File: src/logic/calib_cfg.svh
`ifndef CALIB_CFG_SVH
`define CALIB_CFG_SVH

// ----------------------------------------
// register indices, byte address is 4x
// ----------------------------------------
`define IDX_CTRL      8'h61
`define IDX_CFG_A     8'h62
`define IDX_CFG_B     8'h64
`define IDX_AVG       8'h68
`define IDX_STATUS    8'h6a
`define IDX_INT_STAT  8'h70
`define IDX_INT_MASK  8'h71
`define IDX_BG_CTRL   8'h72

// ----------------------------------------
// reset values
// ----------------------------------------
`define RST_CTRL      8'h01
`define RST_CFG_A     8'h01
`define RST_CFG_B     8'h02
`define RST_AVG       8'h61

// ----------------------------------------
// field positions
// ----------------------------------------
`define BIT_RUN       0
`define BIT_FG        0
`define BIT_BG        1
`define BIT_FG_OS     2
`define BIT_BG_OS     3
`define LSB_CORE      0
`define LSB_LIN_AVG   0
`define LSB_OFFSET_AVERAGING_DEPTH    4
`define LSB_STAT_CODE 2
`define BIT_STOPPED   1
`define BIT_FOREGROUND_COMPLETE_FLAG   0
`define BIT_EV_FG     0
`define BIT_EV_STOP   1
`define BIT_STOP_REQ  0

// ----------------------------------------
// excluded core codes
// ----------------------------------------
`define CORE_CODE_0   2'h0
`define CORE_CODE_1   2'h1
`define CORE_CODE_2   2'h2

`endif

File: src/logic/calib_pkg.sv
package calib_pkg;

  // ----------------------------------------
  // sequencer states, one-hot
  // ----------------------------------------
  typedef enum logic [6:0] {
    ST_HOLD    = 7'h01,
    ST_CLEAR   = 7'h02,
    ST_FG_LIN  = 7'h04,
    ST_FG_OS   = 7'h08,
    ST_BG_RUN  = 7'h10,
    ST_BG_STOP = 7'h20,
    ST_DONE    = 7'h40
  } cal_state_t;

  // ----------------------------------------
  // status codes shown to software
  // ----------------------------------------
  typedef enum logic [2:0] {
    CODE_HOLD    = 3'h0,
    CODE_CLEAR   = 3'h1,
    CODE_FG_LIN  = 3'h2,
    CODE_FG_OS   = 3'h3,
    CODE_BG_RUN  = 3'h4,
    CODE_BG_STOP = 3'h5,
    CODE_DONE    = 3'h6
  } cal_code_t;

endpackage

File: src/logic/converter_calibration_control.sv
// Design decision made here: the AHB-Lite register port.
`timescale 1ns/100ps
`include "calib_cfg.svh"
// Functional notes
// - run bit high calibrates, low holds reset
// - run bit low also resets clock dividers
// - foreground select: clear values, maybe calibrate
// - config bit 1 enables background calibration
// - config bit 2 foreground offset, needs foreground
// - config bit 3 background offset, needs background
// - two-bit field picks excluded core
// - bits 6:4 offset averaging depth, reset 6
// - bits 2:0 linearity averaging depth, reset 1
// - read-only status with three-bit code
// - stop flag set when background halted
// - stop flag clears when calibration resumes
// - no background: stop flag at foreground end
// - bit 0 high once foreground done/skipped
module converter_calibration_control #(
  parameter int ADDR_W   = 12,  // byte address width
  parameter int BASE_CYC = 16   // cycles of one averaging unit
) (
  input  wire logic              clk_i,
  input  wire logic              arst_n_i,
  input  wire logic              ce_i,
  input  wire logic              hsel_i,
  input  wire logic [ADDR_W-1:0] haddr_i,
  input  wire logic [1:0]        htrans_i,
  input  wire logic              hwrite_i,
  input  wire logic [2:0]        hsize_i,
  input  wire logic [31:0]       hwdata_i,
  input  wire logic              hready_i,
  output logic      [31:0]       hrdata_o,
  output logic                   hreadyout_o,
  output logic                   hresp_o,
  input  wire logic              link_output_enable_i,
  output logic                   cal_reset_o,
  output logic                   divider_reset_o,
  output logic                   cal_values_clear_o,
  output logic                   fg_running_o,
  output logic                   fg_offset_running_o,
  output logic                   bg_running_o,
  output logic                   bg_offset_running_o,
  output logic      [2:0]        offset_averaging_depth_o,
  output logic      [2:0]        linearity_averaging_depth_o,
  output logic      [2:0]        core_disable_o,
  output logic                   core_standin_o,
  output logic                   irq_o
);
  import calib_pkg::*;

  // ----------------------------------------
  // elaboration checks
  // ----------------------------------------
  localparam int IDX_W = ADDR_W - 2;
  localparam int CNT_W = $clog2(BASE_CYC + 1) + 8;

  generate
    if (ADDR_W < 10 || ADDR_W > 32) begin : g_bad_addr
      $error("address width must hold all registers");
    end
    if (BASE_CYC < 1 || BASE_CYC > 65536) begin : g_bad_base
      $error("averaging unit out of range");
    end
  endgenerate

  // ----------------------------------------
  // register state
  // ----------------------------------------
  logic             run;          // calibration run bit
  logic [3:0]       cfg_a;        // select bits
  logic [1:0]       core_sel;     // excluded core code
  logic [2:0]       offset_averaging_depth;       // offset averaging
  logic [2:0]       lin_avg;      // linearity averaging
  logic [1:0]       int_stat;     // sticky events
  logic [1:0]       int_mask;     // event enables
  logic             stop_req;     // background halt request
  logic             foreground_complete_flag;      // foreground finished
  logic             cal_stopped;  // background halted

  // ----------------------------------------
  // bus phase state
  // ----------------------------------------
  logic             ph_we;        // write data phase pending
  logic [IDX_W-1:0] ph_idx;       // word index of that write
  logic             bus_take;     // address phase accepted

  // ----------------------------------------
  // sequencer state
  // ----------------------------------------
  cal_state_t       state;
  cal_state_t       next_state;
  logic [CNT_W-1:0] cnt;          // cycles left in a phase
  logic [CNT_W-1:0] next_cnt;
  logic             ev_fg;        // foreground end this cycle
  logic             ev_stop;      // stop flag rising this cycle

  // ----------------------------------------
  // helper functions
  // ----------------------------------------
  // word index match, used by every write decode
  function automatic logic hit(input logic [IDX_W-1:0] idx,
                               input logic [7:0]       off);
    hit = (idx == IDX_W'(off));
  endfunction

  // phase length grows by power of two with depth
  function automatic logic [CNT_W-1:0] span(input logic [2:0] d);
    span = CNT_W'(BASE_CYC) << d;
  endfunction

  // status code for each state
  function automatic cal_code_t code_of(input cal_state_t s);
    case (s)
      ST_CLEAR:   code_of = CODE_CLEAR;
      ST_FG_LIN:  code_of = CODE_FG_LIN;
      ST_FG_OS:   code_of = CODE_FG_OS;
      ST_BG_RUN:  code_of = CODE_BG_RUN;
      ST_BG_STOP: code_of = CODE_BG_STOP;
      ST_DONE:    code_of = CODE_DONE;
      default:    code_of = CODE_HOLD;
    endcase
  endfunction

  // ----------------------------------------
  // bus slave
  // ----------------------------------------
  // zero wait state, always okay
  assign hreadyout_o = 1'b1;
  assign hresp_o     = 1'b0;
  assign bus_take    = ce_i & hsel_i & hready_i & htrans_i[1];

  // capture write address phase
  always_ff @(posedge clk_i or negedge arst_n_i) begin
    if (!arst_n_i) begin
      ph_we  <= 1'b0;
      ph_idx <= '0;
    end else if (ce_i) begin
      ph_we  <= bus_take & hwrite_i;
      ph_idx <= haddr_i[ADDR_W-1:2];
    end
  end

  // read data launched in address phase, held after
  always_ff @(posedge clk_i or negedge arst_n_i) begin
    if (!arst_n_i) begin
      hrdata_o <= 32'h0;
    end else if (bus_take && !hwrite_i) begin
      hrdata_o <= {24'h0, rd_byte(haddr_i[ADDR_W-1:2])};
    end
  end

  // read mux, unmapped words read zero
  function automatic logic [7:0] rd_byte(input logic [IDX_W-1:0] i);
    rd_byte = 8'h0;
    if (hit(i, `IDX_CTRL)) begin
      rd_byte[`BIT_RUN] = run;
    end else if (hit(i, `IDX_CFG_A)) begin
      rd_byte[3:0] = cfg_a;
    end else if (hit(i, `IDX_CFG_B)) begin
      rd_byte[1:0] = core_sel;
    end else if (hit(i, `IDX_AVG)) begin
      rd_byte[6:4] = offset_averaging_depth;
      rd_byte[2:0] = lin_avg;
    end else if (hit(i, `IDX_STATUS)) begin
      rd_byte[4:2]          = code_of(state);
      rd_byte[`BIT_STOPPED] = cal_stopped;
      rd_byte[`BIT_FOREGROUND_COMPLETE_FLAG] = foreground_complete_flag;
    end else if (hit(i, `IDX_INT_STAT)) begin
      rd_byte[1:0] = int_stat;
    end else if (hit(i, `IDX_INT_MASK)) begin
      rd_byte[1:0] = int_mask;
    end else if (hit(i, `IDX_BG_CTRL)) begin
      rd_byte[`BIT_STOP_REQ] = stop_req;
    end
  endfunction

  // ----------------------------------------
  // control registers
  // ----------------------------------------
  // writes land in the data phase; status ignores them
  always_ff @(posedge clk_i or negedge arst_n_i) begin
    if (!arst_n_i) begin
      run      <= 1'(`RST_CTRL);
      cfg_a    <= 4'(`RST_CFG_A);
      core_sel <= 2'(`RST_CFG_B);
      offset_averaging_depth   <= 3'(`RST_AVG >> `LSB_OFFSET_AVERAGING_DEPTH);
      lin_avg  <= 3'(`RST_AVG);
      int_mask <= 2'h0;
      stop_req <= 1'b0;
    end else if (ce_i && ph_we) begin
      if (hit(ph_idx, `IDX_CTRL)) begin
        run <= hwdata_i[`BIT_RUN];
      end else if (hit(ph_idx, `IDX_CFG_A)) begin
        cfg_a <= hwdata_i[3:0];
      end else if (hit(ph_idx, `IDX_CFG_B)) begin
        core_sel <= hwdata_i[1:0];
      end else if (hit(ph_idx, `IDX_AVG)) begin
        offset_averaging_depth  <= hwdata_i[6:4];
        lin_avg <= hwdata_i[2:0];
      end else if (hit(ph_idx, `IDX_INT_MASK)) begin
        int_mask <= hwdata_i[1:0];
      end else if (hit(ph_idx, `IDX_BG_CTRL)) begin
        stop_req <= hwdata_i[`BIT_STOP_REQ];
      end
    end
  end

  // ----------------------------------------
  // sequencer
  // ----------------------------------------
  // next state; run low overrides everything
  always_comb begin
    next_state = state;
    next_cnt   = (cnt != '0) ? cnt - CNT_W'(1) : cnt;
    ev_fg      = 1'b0;
    ev_stop    = 1'b0;
    case (state)
      ST_HOLD: begin
        if (run) begin
          next_state = ST_CLEAR;
        end
      end
      ST_CLEAR: begin
        // values cleared, then fg or skip
        if (cfg_a[`BIT_FG]) begin
          next_state = ST_FG_LIN;
          next_cnt   = span(lin_avg);
        end else begin
          ev_fg = 1'b1;
        end
      end
      ST_FG_LIN: begin
        if (cnt == '0) begin
          if (cfg_a[`BIT_FG_OS]) begin
            next_state = ST_FG_OS;
            next_cnt   = span(offset_averaging_depth);
          end else begin
            ev_fg = 1'b1;
          end
        end
      end
      ST_FG_OS: begin
        if (cnt == '0) begin
          ev_fg = 1'b1;
        end
      end
      ST_BG_RUN: begin
        if (!cfg_a[`BIT_BG]) begin
          next_state = ST_DONE;
          ev_stop    = 1'b1;
        end else if (cnt == '0) begin
          // halt at end of current phase
          if (stop_req) begin
            next_state = ST_BG_STOP;
            ev_stop    = 1'b1;
          end else begin
            next_cnt = span(lin_avg);
          end
        end
      end
      ST_BG_STOP: begin
        if (!stop_req) begin
          next_state = ST_BG_RUN;
          next_cnt   = span(lin_avg);
        end
      end
      default: begin
        next_state = ST_DONE;
      end
    endcase
    // foreground ends: go background or rest
    if (ev_fg) begin
      if (cfg_a[`BIT_BG]) begin
        next_state = ST_BG_RUN;
        next_cnt   = span(lin_avg);
      end else begin
        next_state = ST_DONE;
        ev_stop    = 1'b1;
      end
    end
    // run low holds calibration in reset
    if (!run) begin
      next_state = ST_HOLD;
      next_cnt   = '0;
      ev_fg      = 1'b0;
      ev_stop    = 1'b0;
    end
  end

  // state and phase counter
  always_ff @(posedge clk_i or negedge arst_n_i) begin
    if (!arst_n_i) begin
      state <= ST_HOLD;
      cnt   <= '0;
    end else if (ce_i) begin
      state <= next_state;
      cnt   <= next_cnt;
    end
  end

  // ----------------------------------------
  // completion flags
  // ----------------------------------------
  always_ff @(posedge clk_i or negedge arst_n_i) begin
    if (!arst_n_i) begin
      foreground_complete_flag     <= 1'b0;
      cal_stopped <= 1'b0;
    end else if (ce_i) begin
      if (!run) begin
        foreground_complete_flag     <= 1'b0;
        cal_stopped <= 1'b0;
      end else begin
        if (ev_fg) begin
          foreground_complete_flag <= 1'b1;
        end
        if (ev_stop) begin
          cal_stopped <= 1'b1;
        end else if (next_state == ST_BG_RUN) begin
          cal_stopped <= 1'b0;
        end
      end
    end
  end

  // ----------------------------------------
  // interrupt
  // ----------------------------------------
  // sticky events, write one clears, set wins
  always_ff @(posedge clk_i or negedge arst_n_i) begin
    if (!arst_n_i) begin
      int_stat <= 2'h0;
    end else if (ce_i) begin
      for (int b = 0; b < 2; b++) begin
        if ((b == `BIT_EV_FG) ? ev_fg : ev_stop) begin
          int_stat[b] <= 1'b1;
        end else if (ph_we && hit(ph_idx, `IDX_INT_STAT) && hwdata_i[b]) begin
          int_stat[b] <= 1'b0;
        end
      end
    end
  end

  // level output from flops
  always_ff @(posedge clk_i or negedge arst_n_i) begin
    if (!arst_n_i) begin
      irq_o <= 1'b0;
    end else if (ce_i) begin
      irq_o <= |(int_stat & int_mask);
    end
  end

  // ----------------------------------------
  // datapath controls
  // ----------------------------------------
  // registered so every output is glitch free
  always_ff @(posedge clk_i or negedge arst_n_i) begin
    if (!arst_n_i) begin
      cal_reset_o                 <= 1'b1;
      divider_reset_o             <= 1'b1;
      cal_values_clear_o          <= 1'b0;
      fg_running_o                <= 1'b0;
      fg_offset_running_o         <= 1'b0;
      bg_running_o                <= 1'b0;
      bg_offset_running_o         <= 1'b0;
      offset_averaging_depth_o    <= 3'h0;
      linearity_averaging_depth_o <= 3'h0;
    end else if (ce_i) begin
      cal_reset_o                 <= !run;
      divider_reset_o             <= !run;
      cal_values_clear_o          <= (next_state == ST_CLEAR);
      fg_running_o                <= (next_state == ST_FG_LIN);
      fg_offset_running_o         <= (next_state == ST_FG_OS);
      bg_running_o                <= (next_state == ST_BG_RUN);
      bg_offset_running_o         <= (next_state == ST_BG_RUN) &&
                                     cfg_a[`BIT_BG_OS];
      offset_averaging_depth_o    <= offset_averaging_depth;
      linearity_averaging_depth_o <= lin_avg;
    end
  end

  // excluded core, only while background is off
  always_ff @(posedge clk_i or negedge arst_n_i) begin
    if (!arst_n_i) begin
      core_disable_o <= 3'h0;
      core_standin_o <= 1'b0;
    end else if (ce_i) begin
      core_disable_o <= 3'h0;
      core_standin_o <= 1'b0;
      if (!cfg_a[`BIT_BG]) begin
        if (core_sel == `CORE_CODE_0) begin
          core_disable_o <= 3'h1;
          core_standin_o <= 1'b1;
        end else if (core_sel == `CORE_CODE_1) begin
          core_disable_o <= 3'h2;
        end else if (core_sel == `CORE_CODE_2) begin
          core_disable_o <= 3'h4;
          core_standin_o <= 1'b1;
        end
      end
    end
  end

  // ----------------------------------------
  // unused inputs
  // ----------------------------------------
  // link enable and size are observed by software
  // ordering only; the logic does not need them
  logic unused_ok;
  assign unused_ok = link_output_enable_i ^ (^hsize_i) ^ htrans_i[0];

endmodule

File: config.mk
export PLATFORM = sky130hd
export DESIGN_NAME = converter_calibration_control
export DESIGN_NICKNAME = d
export VERILOG_FILES = /design/src/logic/calib_pkg.sv /design/src/logic/converter_calibration_control.sv
export VERILOG_INCLUDE_DIRS = /design/src /design/src/logic
export SDC_FILE = /design/constraint.sdc
export NUM_CORES = 1
export LEC_CHECK = 0
export ABC_AREA = 1
export BUFFER_PORTS_ARGS = -buffer_cell sky130_fd_sc_hd__buf_2
export CORE_MARGIN = 1
export CORE_UTILIZATION = 57
export CTS_BUF_LIST = sky130_fd_sc_hd__clkbuf_4 sky130_fd_sc_hd__clkbuf_8
export CTS_CLUSTER_SIZE = 20
export DETAILED_ROUTE_END_ITERATION = 16
export PLACE_DENSITY = 0.83
export SYNTH_ARGS = -nofsm -noshare
export SYNTH_HDL_FRONTEND = slang
export SYNTH_SLANG_ARGS = --single-unit
File: constraint.sdc
create_clock -name clk_i -period 2.4 [get_ports clk_i]
set_input_delay 0.48 -clock clk_i [delete_from_list [all_inputs] [get_ports clk_i]]
set_output_delay 0.48 -clock clk_i [all_outputs]
set_load 0.1 [all_outputs]
==> reports/metrics.cfg, run 1 <==
[outcome]
outcome = finished, final reports clean

[floorplanning]
pin_count = 108
initial_core_util = 0.588
die_h_um = 94.1
die_area_mm2 = 0.00885
row_count = 33
coreArea_mm2 = 0.00822
dieWidth_um = 94.1

[finish]
drive_gt1_frac = 0.147
fill_cells = 703
area_growth_pct = 9.63
layout.nets = 792
diodes = 0
final_util = 0.645

[detailed_routing]
firstDrtPassIters = 5
drc_errors = 0
routed_wl_mm = 12.8
vias_per_cell = 5.47
vias = 4617
wl_per_cell_um = 15.1
drtAntennaViolNets = 0
drt_iter0_drc = 363

[critical_path]
r2r_cells = 13
cpMaxStageDelayCell = dfrtp_1
ff2ff_setup_slack_ns = 0.17
critPathArrivalTime_ns = 2.49
path_common_cell = nand2_1
crit_path_start_kind = flop
slowest_delay_ns = 0.43
reg2reg_to = cnt[4]
path_cells = inv_1, ha_1, nand2_1, nor2_1, nand3_2, clkinv_1, o31ai_1, nand3_1, o21ai_0, inv_1, nand4_1, nand2_1, nand2_1
crit_path_max_fanout = 10
cp-startpoint = cnt[0]
r2r_start = cnt[0]
required_ns = 2.66
critPathCapture = cnt[4]
endpoint_kind = flop
path_class = flop to flop

[synth]
synth_cell_types = 42
synth_top_cells_by_count = nand2_1, inv_1, dfrtp_1, nor2_1, o21ai_0
async_reset_ff_frac = 1.00
synth-seq-cells = 75
syn_inst = 683
synth_ff_type = dfrtp_1
yosys.area.top_type = dfrtp_1
yosysWarnings = 0
yosysMostFrequentCell = nand2_1
yosysSeqAreaShare = 0.391
synthTopCellsByArea = dfrtp_1, nand2_1, inv_1, o21ai_0, nor2_1
postSynthAreaPerCell_um2 = 7.07
synth_area_mm2 = 0.00483
synth_enable_flop_cells = 0
synth_top_area_share = 0.347

[grt]
overflow = 0
grt_start_max_net_pins = 47
grt.total_usage = 0.310
grt_first_pass_wirelength_mm = 20.9
grt_pass1_vias = 4392
antenna_found_initial = 0

[sta]
finalHoldWorstSlack_ns = 0.0342
slew_headroom = 0.382
fmax_ghz = 0.449
setup_ws_ns = 0.170
min_period_ns = 2.23
setup_viol = 0
rsz0062_at_grt = no
finalClockSkew_ns = 0.0174
fin_crit_sh = 0.929
tns_ns = 0
slew_violations = 0
tightestPinTransition_ns = 0.926
hold_viol = 0

[clock_network]
cts_buffers = 9
clk_latency_ns = 0.37
cts_max_path_buffers = 2
clk_pin_slew_worst_paths_ns = 0.09
clock-sinks = 75
cts_hold_buf = 0
cts_max_level = 3
cts_root_buffer = clkbuf_8
cts_tree = done

[run]
cap_violations = 0

[power]
ir_drop_mv = 0.446
p_leak_nw = 2.82
power.density_mw_per_mm2 = 735

[place]
place_ws_ns = 0.172
place_congestion = 0.935
io_buffers = 48
dpl.hpwl_mm = 9.50

[worst_hold_path]
min_path_type = input port to asynchronous set/reset pin

-- cell type report --
| cell class | count | area [um^2] | area share |
|---|---|---|---|
| timing repair buffer | 58 | 330 | 0.0624 |
| multi-input combinational | 502 | 2430 | 0.460 |
| inverter | 88 | 330 | 0.0624 |
| clock buffer | 9 | 124 | 0.0234 |
| sequential | 75 | 1890 | 0.356 |
| tap | 105 | 131 | 0.0248 |
| clock inverter | 7 | 58.8 | 0.0111 |
-- sequential cells by signal (all words and copies together), names as in the netlist, 2 cells and up --
name                         count
cfg_a                            4
cnt                             13
core_disable_o                   3
core_sel                         2
hrdata_o                         7
int_mask                         2
int_stat                         2
lin_avg                          3
linearity_averaging_depth_o      3
offset_averaging_depth           3
offset_averaging_depth_o         3
ph_idx                          10
state                            7
-- critical path, delay by kind of cell, from the launching register on --
| family | cells | cell delay (ns) |
|---|---|---|
| compound gates | 2 | 0.23 |
| fa+ha+maj | 1 | 0.18 |
| buf+inv | 3 | 0.52 |
| flops | 1 | 0.43 |
| simple gates | 7 | 0.75 |
-- report_power, final --
group          switching, W  leakage, nW  internal (W)
Clock              0.000552       0.0868      0.000390
Sequential         0.000132        0.943       0.00141
Combinational       0.00103         1.78      0.000381
Total               0.00171         2.82       0.00218
-- metal layers --
layer	track usage	up-vias	routed length (um)
li1	-	2278	-
met1	0.393	2142	5600
met2	0.535	181	6290
met3	0.0550	16	710
met4	0.0962	0	147
met5	0	-	0
-- how the worst min path moves through the flow --
stage	to	slack [ns]	start
after floorplan	bg_offset_running_o	0.18	arst_n_i
after global placement	cnt[12]	0.44	arst_n_i
after detailed placement	cnt[1]	0.45	arst_n_i
after CTS	cnt[0]	0.05	arst_n_i
after global routing	cnt[3]	0.07	arst_n_i
final	cnt[3]	0.03	arst_n_i
-- kinds of logic after synthesis --
logic type | after synthesis | synth area share
XOR/XNOR | 8 | 0.0145
other | 2 | 0.00155
AND/OR/NAND/NOR | 347 | 0.325
flip-flops | 75 | 0.391
adder cells (fa/ha/maj) | 2 | 0.00518
buffers and inverters | 131 | 0.125
AO/OA/AOI/OAI | 118 | 0.138
-- placed cells by master (no fill, tap or decap), types with 2 or more instances in the layout --
| master | Yosys | final |
|---|---|---|
| nand2_1 | 190 | 190 |
| xor2_1 | 8 | 8 |
| clkinv_4 | 0 | 2 |
| inv_2 | 6 | 6 |
| inv_6 | 0 | 3 |
| o31ai_1 | 8 | 8 |
| nand4_4 | 2 | 2 |
| nand2_4 | 3 | 3 |
| buf_4 | 28 | 10 |
| nand3b_1 | 2 | 2 |
| nand4_1 | 20 | 20 |
| clkinvlp_4 | 0 | 2 |
| dfstp_2 | 8 | 8 |
| nor2_2 | 2 | 3 |
| clkbuf_8 | 0 | 9 |
| ha_1 | 2 | 2 |
| o21ai_1 | 11 | 11 |
| nand3_1 | 38 | 38 |
| conb_1 | 2 | 27 |
| o21ai_0 | 58 | 58 |
| buf_2 | 1 | 47 |
| nor2_4 | 4 | 4 |
| clkinv_1 | 2 | 2 |
| nand2_2 | 4 | 4 |
| dfrtp_1 | 67 | 67 |
| inv_1 | 80 | 80 |
| o211ai_1 | 6 | 6 |
| a21oi_1 | 22 | 22 |
| a22oi_1 | 3 | 3 |
| o221ai_1 | 3 | 3 |
| nor4_1 | 4 | 4 |
| nor2_1 | 59 | 58 |
| o22ai_1 | 3 | 3 |
| nor3_1 | 14 | 14 |
-- timing repair --
action,CTS,global route
setup endpoints to repair,0,2
setup buffers,0,0
resized for setup,0,1
-- metrics by stage --
| step | instances | total power (W) | instance area (um^2) |
|---|---|---|---|
| 5_1_grt | 844 | 0.00413 | 5300 |
| 6_report | 844 | 0.00389 | 5300 |
| 3_5_place_dp | 828 | 0.00295 | 5110 |
| 4_1_cts | 844 | 0.00388 | 5290 |
| 3_3_place_gp | 828 | 0.00289 | 5110 |
| 2_1_floorplan | 708 | 0.00267 | 4920 |
Power figures use the tool's default switching activity.
==> run 2, diff against run 1 <==
--- a/config.mk
+++ b/config.mk
@@ -8,11 +8,12 @@
 export LEC_CHECK = 0
 export ABC_AREA = 1
 export BUFFER_PORTS_ARGS = -buffer_cell sky130_fd_sc_hd__buf_2
-export CORE_MARGIN = 1
+export CORE_MARGIN = 2
 export CORE_UTILIZATION = 57
 export CTS_BUF_LIST = sky130_fd_sc_hd__clkbuf_4 sky130_fd_sc_hd__clkbuf_8
 export CTS_CLUSTER_SIZE = 20
 export DETAILED_ROUTE_END_ITERATION = 16
+export HOLD_SLACK_MARGIN = 0.05
 export PLACE_DENSITY = 0.83
 export SYNTH_ARGS = -nofsm -noshare
 export SYNTH_HDL_FRONTEND = slang
==> run 2 against run 1 <==
Against the previous run:
- combinational power is essentially flat
- die area grew 4.3%
- sequential power is essentially flat
- non-clock buffer count grew 1
- via count grew 2.3%
- clock power shrank 0.7%
- sequential share of layout area shrank 0.11 points
- critical path type unchanged
- critical endpoint unchanged
- largest cell class unchanged
- highest routed layer unchanged
==> reports/metrics.cfg, run 2 (synthesized netlist as in run 1, its figures left out) <==
[run]
cap_violations = 0  ; unchanged

[sta]
finalClockSkew_ns = 0.0138  ; -0.00356 ns
tightestPinTransition_ns = 0.958  ; +0.0317 ns
slew_violations = 0  ; unchanged
hold_viol = 0  ; unchanged
rsz0062_at_grt = no
fmax_ghz = 0.458  ; +2.1%
setup_viol = 0  ; unchanged
fin_crit_sh = 0.910  ; -0.0188
min_period_ns = 2.18  ; -0.0451 ns
tns_ns = 0  ; unchanged
slew_headroom = 0.361  ; -0.0212
setup_ws_ns = 0.216  ; +0.0451 ns
finalHoldWorstSlack_ns = 0.0570  ; +0.0228 ns

[grt]
grt_pass1_vias = 4510  ; +2.7%
antenna_found_initial = 0  ; unchanged
overflow = 0  ; unchanged
grt_first_pass_wirelength_mm = 21.5  ; +2.9%
grt_start_max_net_pins = 45  ; -4.3%
grt.total_usage = 0.301  ; -0.00942

[finish]
diodes = 0  ; unchanged
final_util = 0.647  ; +0.00198
fill_cells = 730  ; +3.8%
final_cell_mix = nand2_1, inv_1, dfrtp_1, nor2_1, o21ai_0
drive_gt1_frac = 0.149  ; +0.00115
area_growth_pct = 9.97
top_regs = cnt (13), ph_idx (10)
seqCellArea_mm2 = 0.00189  ; unchanged
multi_input_comb_area_mm2 = 0.00244  ; +0.21%
largest_register_ffs = 13  ; unchanged
top_register = cnt
final_common_cell = nand2_1
layout.nets = 793  ; +0.13%

[critical_path]
path_delay_family = simple AND/OR/NAND/NOR gates
endpoint_kind = flop
path_common_cell = nand2_1
crit_path_max_fanout = 12  ; +2
path_buf_inv = 4  ; +1
path_class = flop to flop
cpMaxStageDelayCell = dfrtp_1
required_ns = 2.65  ; about the same
slowest_delay_ns = 0.43  ; about the same
critPathArrivalTime_ns = 2.44  ; -0.05 ns
crit_path_start_kind = flop
path_cells = inv_1, ha_1, nand2_1, nor2_1, nand2_4, inv_2, nand2_1, nand2_4, nand2_4, buf_4, o21ai_0, inv_1, nand2_1, nand2_1

[place]
place_ws_ns = 0.230  ; +0.0583 ns
io_buffers = 48  ; unchanged
place_congestion = 0.931  ; -0.43%
dpl.hpwl_mm = 9.54  ; +0.35%

[clock_network]
cts_max_path_buffers = 2  ; unchanged
clk_latency_ns = 0.36  ; about the same
cts_max_level = 3  ; unchanged
cts_buffers = 9  ; unchanged
cts_root_buffer = clkbuf_8
clk_pin_slew_worst_paths_ns = 0.09  ; about the same
clock-sinks = 75  ; unchanged
cts_tree = done

[power]
ir_drop_mv = 0.368  ; -18%
power.density_mw_per_mm2 = 733  ; -0.26%
p_leak_nw = 2.82  ; +0.11%
finalPower_w = 0.00390  ; about the same

[floorplanning]
initial_core_util = 0.588  ; unchanged
die_area_mm2 = 0.00923  ; +4.3%
row_count = 33  ; unchanged
dieWidth_um = 96.1  ; +2.1%
pin_count = 108  ; unchanged
die_h_um = 96.1  ; +2.1%
coreArea_mm2 = 0.00822  ; unchanged

[detailed_routing]
drt_iter0_drc = 447  ; +23%
wl_per_cell_um = 15.2  ; +0.60%
drc_errors = 0  ; unchanged
vias_per_cell = 5.59  ; +2.2%
routed_wl_mm = 12.8  ; +0.72%
firstDrtPassIters = 7  ; +2
vias = 4724  ; +2.3%
drtAntennaViolNets = 0  ; unchanged

[outcome]
outcome = finished, final reports clean

[worst_hold_path]
min_path_type = input port to asynchronous set/reset pin

## run 2: timing repair
item,CTS,global route
setup endpoints to repair,0,2
buffers inserted,0,1
gates resized for setup,0,2
hold buffers,0,0
## run 2: through the flow
stage          cell area [um^2]  std cells
2_1_floorplan              4920        708
3_3_place_gp               5110        828
3_5_place_dp               5110        828
4_1_cts                    5290        844
5_1_grt                    5310        845
6_report                   5310        845
## run 2: report_power, final
| group | switching [W] | internal [W] | leakage, nW |
|---|---|---|---|
| registers | 0.000133 | 0.00141 | 0.943 |
| clock network | 0.000542 | 0.000392 | 0.0872 |
| logic | 0.00103 | 0.000383 | 1.79 |
| total | 0.00171 | 0.00219 | 2.82 |
## run 2: routing by layer
metal  up-vias  share of wire  routed length [um]  GRT usage
met3        45          0.068                 873     0.0415
met1      2183           0.43                5470      0.397
met5         -              0                   0          0
li1       2273              -                   -          -
met2       223           0.48                6110      0.496
met4         0          0.030                 390      0.126
## run 2: final cells by class
| type | instances | area share |
|---|---|---|
| Clock buffer | 9 | 0.0233 |
| Clock inverter | 7 | 0.0111 |
| Inverter | 88 | 0.0629 |
| Multi-Input combinational cell | 502 | 0.459 |
| Sequential cell | 75 | 0.355 |
| Tap cell | 105 | 0.0247 |
| Timing Repair Buffer | 59 | 0.0636 |
## run 2: path summary, 6_finish.rpt
| kind | start | endpoint | slack, ns | depth (start not counted) |
|---|---|---|---|---|
| min in group clk_i | haddr_i[11] | ph_idx[9] | 0.33 | 3 |
| min | arst_n_i | cnt[2] | 0.06 | 1 |
| max | cnt[0] | cnt[4] | 0.22 | 14 |
| max in group asynchronous | arst_n_i | offset_averaging_depth[2] | 1.69 | 2 |
| min reg2reg | ph_idx[9] | ph_idx[9] | 0.48 | 2 |
| max reg2reg | cnt[0] | cnt[4] | 0.22 | 14 |
==> run 3, diff against run 2 <==
--- a/config.mk
+++ b/config.mk
@@ -8,13 +8,13 @@
 export LEC_CHECK = 0
 export ABC_AREA = 1
 export BUFFER_PORTS_ARGS = -buffer_cell sky130_fd_sc_hd__buf_2
+export CORE_ASPECT_RATIO = 0.8
 export CORE_MARGIN = 2
-export CORE_UTILIZATION = 57
-export CTS_BUF_LIST = sky130_fd_sc_hd__clkbuf_4 sky130_fd_sc_hd__clkbuf_8
+export CORE_UTILIZATION = 55
 export CTS_CLUSTER_SIZE = 20
 export DETAILED_ROUTE_END_ITERATION = 16
 export HOLD_SLACK_MARGIN = 0.05
-export PLACE_DENSITY = 0.83
+export PLACE_DENSITY = 0.81
 export SYNTH_ARGS = -nofsm -noshare
 export SYNTH_HDL_FRONTEND = slang
 export SYNTH_SLANG_ARGS = --single-unit
==> run 3 against run 2 <==
Against the previous run:
- clock-buffer cell count up 2
- die area up 3.5%
- register-to-register slack worse by 0.04 ns
- cell area up 0.38%
- sequential share of layout area is 0.13 points lower
- worst hold slack better by 0.28 ns
- sequential cell count unchanged
==> reports/metrics.cfg, run 3 (synthesized netlist as in run 1, its figures left out) <==
[clock_network]
clk_pin_slew_worst_paths_ns = 0.08  ; about the same
cts_root_buffer = clkbuf_8
cts_hold_buf = 1  ; +1
cts_buffers = 9  ; unchanged
cts_max_level = 3  ; unchanged
clk_latency_ns = 0.37  ; about the same
cts_tree = done
cts_max_path_buffers = 2  ; unchanged
clock-sinks = 75  ; unchanged
ctsResizeCount = 0  ; unchanged
postCtsSetupRepairBufs = 0  ; unchanged

[critical_path]
critPathArrivalTime_ns = 2.46  ; +0.02 ns
cp-startpoint = cnt[0]
path_common_cell = nand2_4
required_ns = 2.63  ; -0.02 ns
r2r_start = cnt[0]
path_delay_family = simple AND/OR/NAND/NOR gates
path_cells = inv_1, ha_1, nand2_1, nor2_1, nand2_4, inv_2, nand2_1, nand2_4, nand2_4, inv_1, o21ai_1, o21ai_0
crit_path_max_fanout = 16  ; +4
crit_path_start_kind = flop
path_buf_inv = 3  ; -1
slowest_delay_ns = 0.42  ; about the same
endpoint_kind = flop
path_class = flop to flop
cpMaxStageDelayCell = dfrtp_1

[detailed_routing]
routed_wl_mm = 13.2  ; +2.9%
met2_length_mm = 5.82  ; -4.8%
firstDrtPassIters = 5  ; -2
drc_errors = 0  ; unchanged
vias_per_cell = 5.67  ; +1.4%
met3WireLength_mm = 1.21  ; +39%
vias = 4829  ; +2.2%
drt_iter0_drc = 467  ; +4.5%
drtAntennaViolNets = 0  ; unchanged
wl_per_cell_um = 15.5  ; +2.0%
drt-met1-wl_mm = 5.99  ; +9.5%
top_layer = met4

[finish]
diodes = 0  ; unchanged
stdcell_count = 852  ; +0.83%
final_common_cell = nand2_1
final_util = 0.626  ; -0.0207
final_cell_mix = nand2_1, inv_1, dfrtp_1, nor2_1, o21ai_0
top_regs = cnt (13), ph_idx (10)
top_register = cnt
largest_register_ffs = 13  ; unchanged
fill_cells = 771  ; +5.6%
layout.nets = 793  ; unchanged
area_growth_pct = 10.4
drive_gt1_frac = 0.145  ; -0.00405

[worst_hold_path]
hold_start = haddr_i[8]
min_path_type = input port to flop

[sta]
tightestPinTransition_ns = 0.670  ; -0.288 ns
hold_viol = 0  ; unchanged
slew_violations = 0  ; unchanged
rsz0062_at_grt = no
setup_viol = 0  ; unchanged
fmax_ghz = 0.450  ; -1.8%
slew_headroom = 0.549  ; +0.188
fin_crit_sh = 0.927  ; +0.0165
finalClockSkew_ns = 0.0118  ; -0.00204 ns
min_period_ns = 2.22  ; +0.0396 ns
tns_ns = 0  ; unchanged

[floorplanning]
die_h_um = 87.8  ; -8.6%
coreArea_mm2 = 0.00852  ; +3.7%
pin_count = 108  ; unchanged
dieWidth_um = 109  ; +13%
initial_core_util = 0.567  ; -0.0210
row_count = 30  ; -9.1%
die_area_mm2 = 0.00955  ; +3.5%

[grt]
grt_pass1_vias = 4516  ; +0.13%
overflow = 0  ; unchanged
antenna_found_initial = 0  ; unchanged
grt.total_usage = 0.297  ; -0.00375
grt_first_pass_wirelength_mm = 21.9  ; +1.9%
grt_start_max_net_pins = 47  ; +4.4%

[outcome]
outcome = finished, final reports clean

[power]
p_leak_nw = 2.84  ; +0.67%
switching_share = 0.419  ; -0.0201
finalPower_w = 0.00397  ; +1.8%
clkPwrFrac = 0.256  ; +0.016
ir_drop_mv = 0.510  ; +39%
power_frac_comb = 0.353  ; -0.011
p_sw_w = 0.00166  ; -2.8%
power_frac_seq = 0.391  ; -0.005
internal_power_w = 0.00231  ; +5.5%
power.density_mw_per_mm2 = 744  ; +1.5%

[place]
post-place-cells = 835  ; +0.85%
place_congestion = 0.979  ; +5.1%
io_buffers = 48  ; unchanged
dpl.hpwl_mm = 9.91  ; +3.9%

[run]
cap_violations = 0  ; unchanged

run 3: cell types whose count changed in the layout (fill, tap and decap cells not counted), sizes merged:
cell | previous run | this run
bufinv | 0 | 1
clkinv | 2 | 5
buf | 59 | 58
clkinvlp | 3 | 0
clkbuf | 9 | 11
dlygate4sd3 | 0 | 1
inv | 90 | 87
run 3: metal layers:
layer / vias to the layer above / GRT usage
li1: 2274 / -
met3: 20 / 0.0588
met2: 258 / 0.450
met4: 0 / 0.0886
met5: - / 0
met1: 2277 / 0.432
run 3: worst reg2reg max path, stage by stage, from the launching register on:
cell,delay [ns]
dfrtp_1,0.42
inv_1,0.13
ha_1,0.21
nand2_1,0.08
nor2_1,0.07
nand2_4,0.13
inv_2,0.07
nand2_1,0.10
nand2_4,0.09
nand2_4,0.16
inv_1,0.11
o21ai_1,0.38
o21ai_0,0.15
run 3: power by group through the flow:
stage / logic, W / registers [W] / clock network [W]
2_1_floorplan: 0.00106 / 0.00161 / 0
3_3_place_gp: 0.00133 / 0.00156 / 0
3_5_place_dp: 0.00138 / 0.00157 / 0
4_1_cts: 0.00138 / 0.00154 / 0.00103
5_1_grt: 0.00157 / 0.00157 / 0.00108
6_report: 0.00140 / 0.00155 / 0.00102
run 3: cell type report:
| class | count | area (um^2) | area share |
|---|---|---|---|
| inverters | 88 | 330 | 0.0619 |
| clock inverters | 5 | 61.3 | 0.0115 |
| repair buffers | 59 | 340 | 0.0638 |
| multi-input cells | 502 | 2430 | 0.456 |
| clock buffers | 11 | 141 | 0.0265 |
| well taps | 112 | 140 | 0.0263 |
| flip-flops and latches | 75 | 1890 | 0.354 |
run 3: through the flow:
stage               hold slack (ns)  worst slack, ns  cell area (um^2)
floorplan                     0.184            0.591              4920
global placement              0.435            0.270              5120
detailed placement            0.441            0.252              5120
CTS                           0.325            0.237              5330
global route                  0.347           0.0250              5330
finish                        0.332            0.176              5330
run 3: final timing paths:
check                                     end  slack (ns)  cells after the start
max reg2reg                          state[4]        0.18                     12
max                                  state[4]        0.18                     12
min reg2reg                cal_values_clear_o        0.48                      2
max in group asynchronous                 run        1.18                      3
min in group asynchronous         hrdata_o[1]        0.57                      2
min                                 ph_idx[6]        0.33                      3
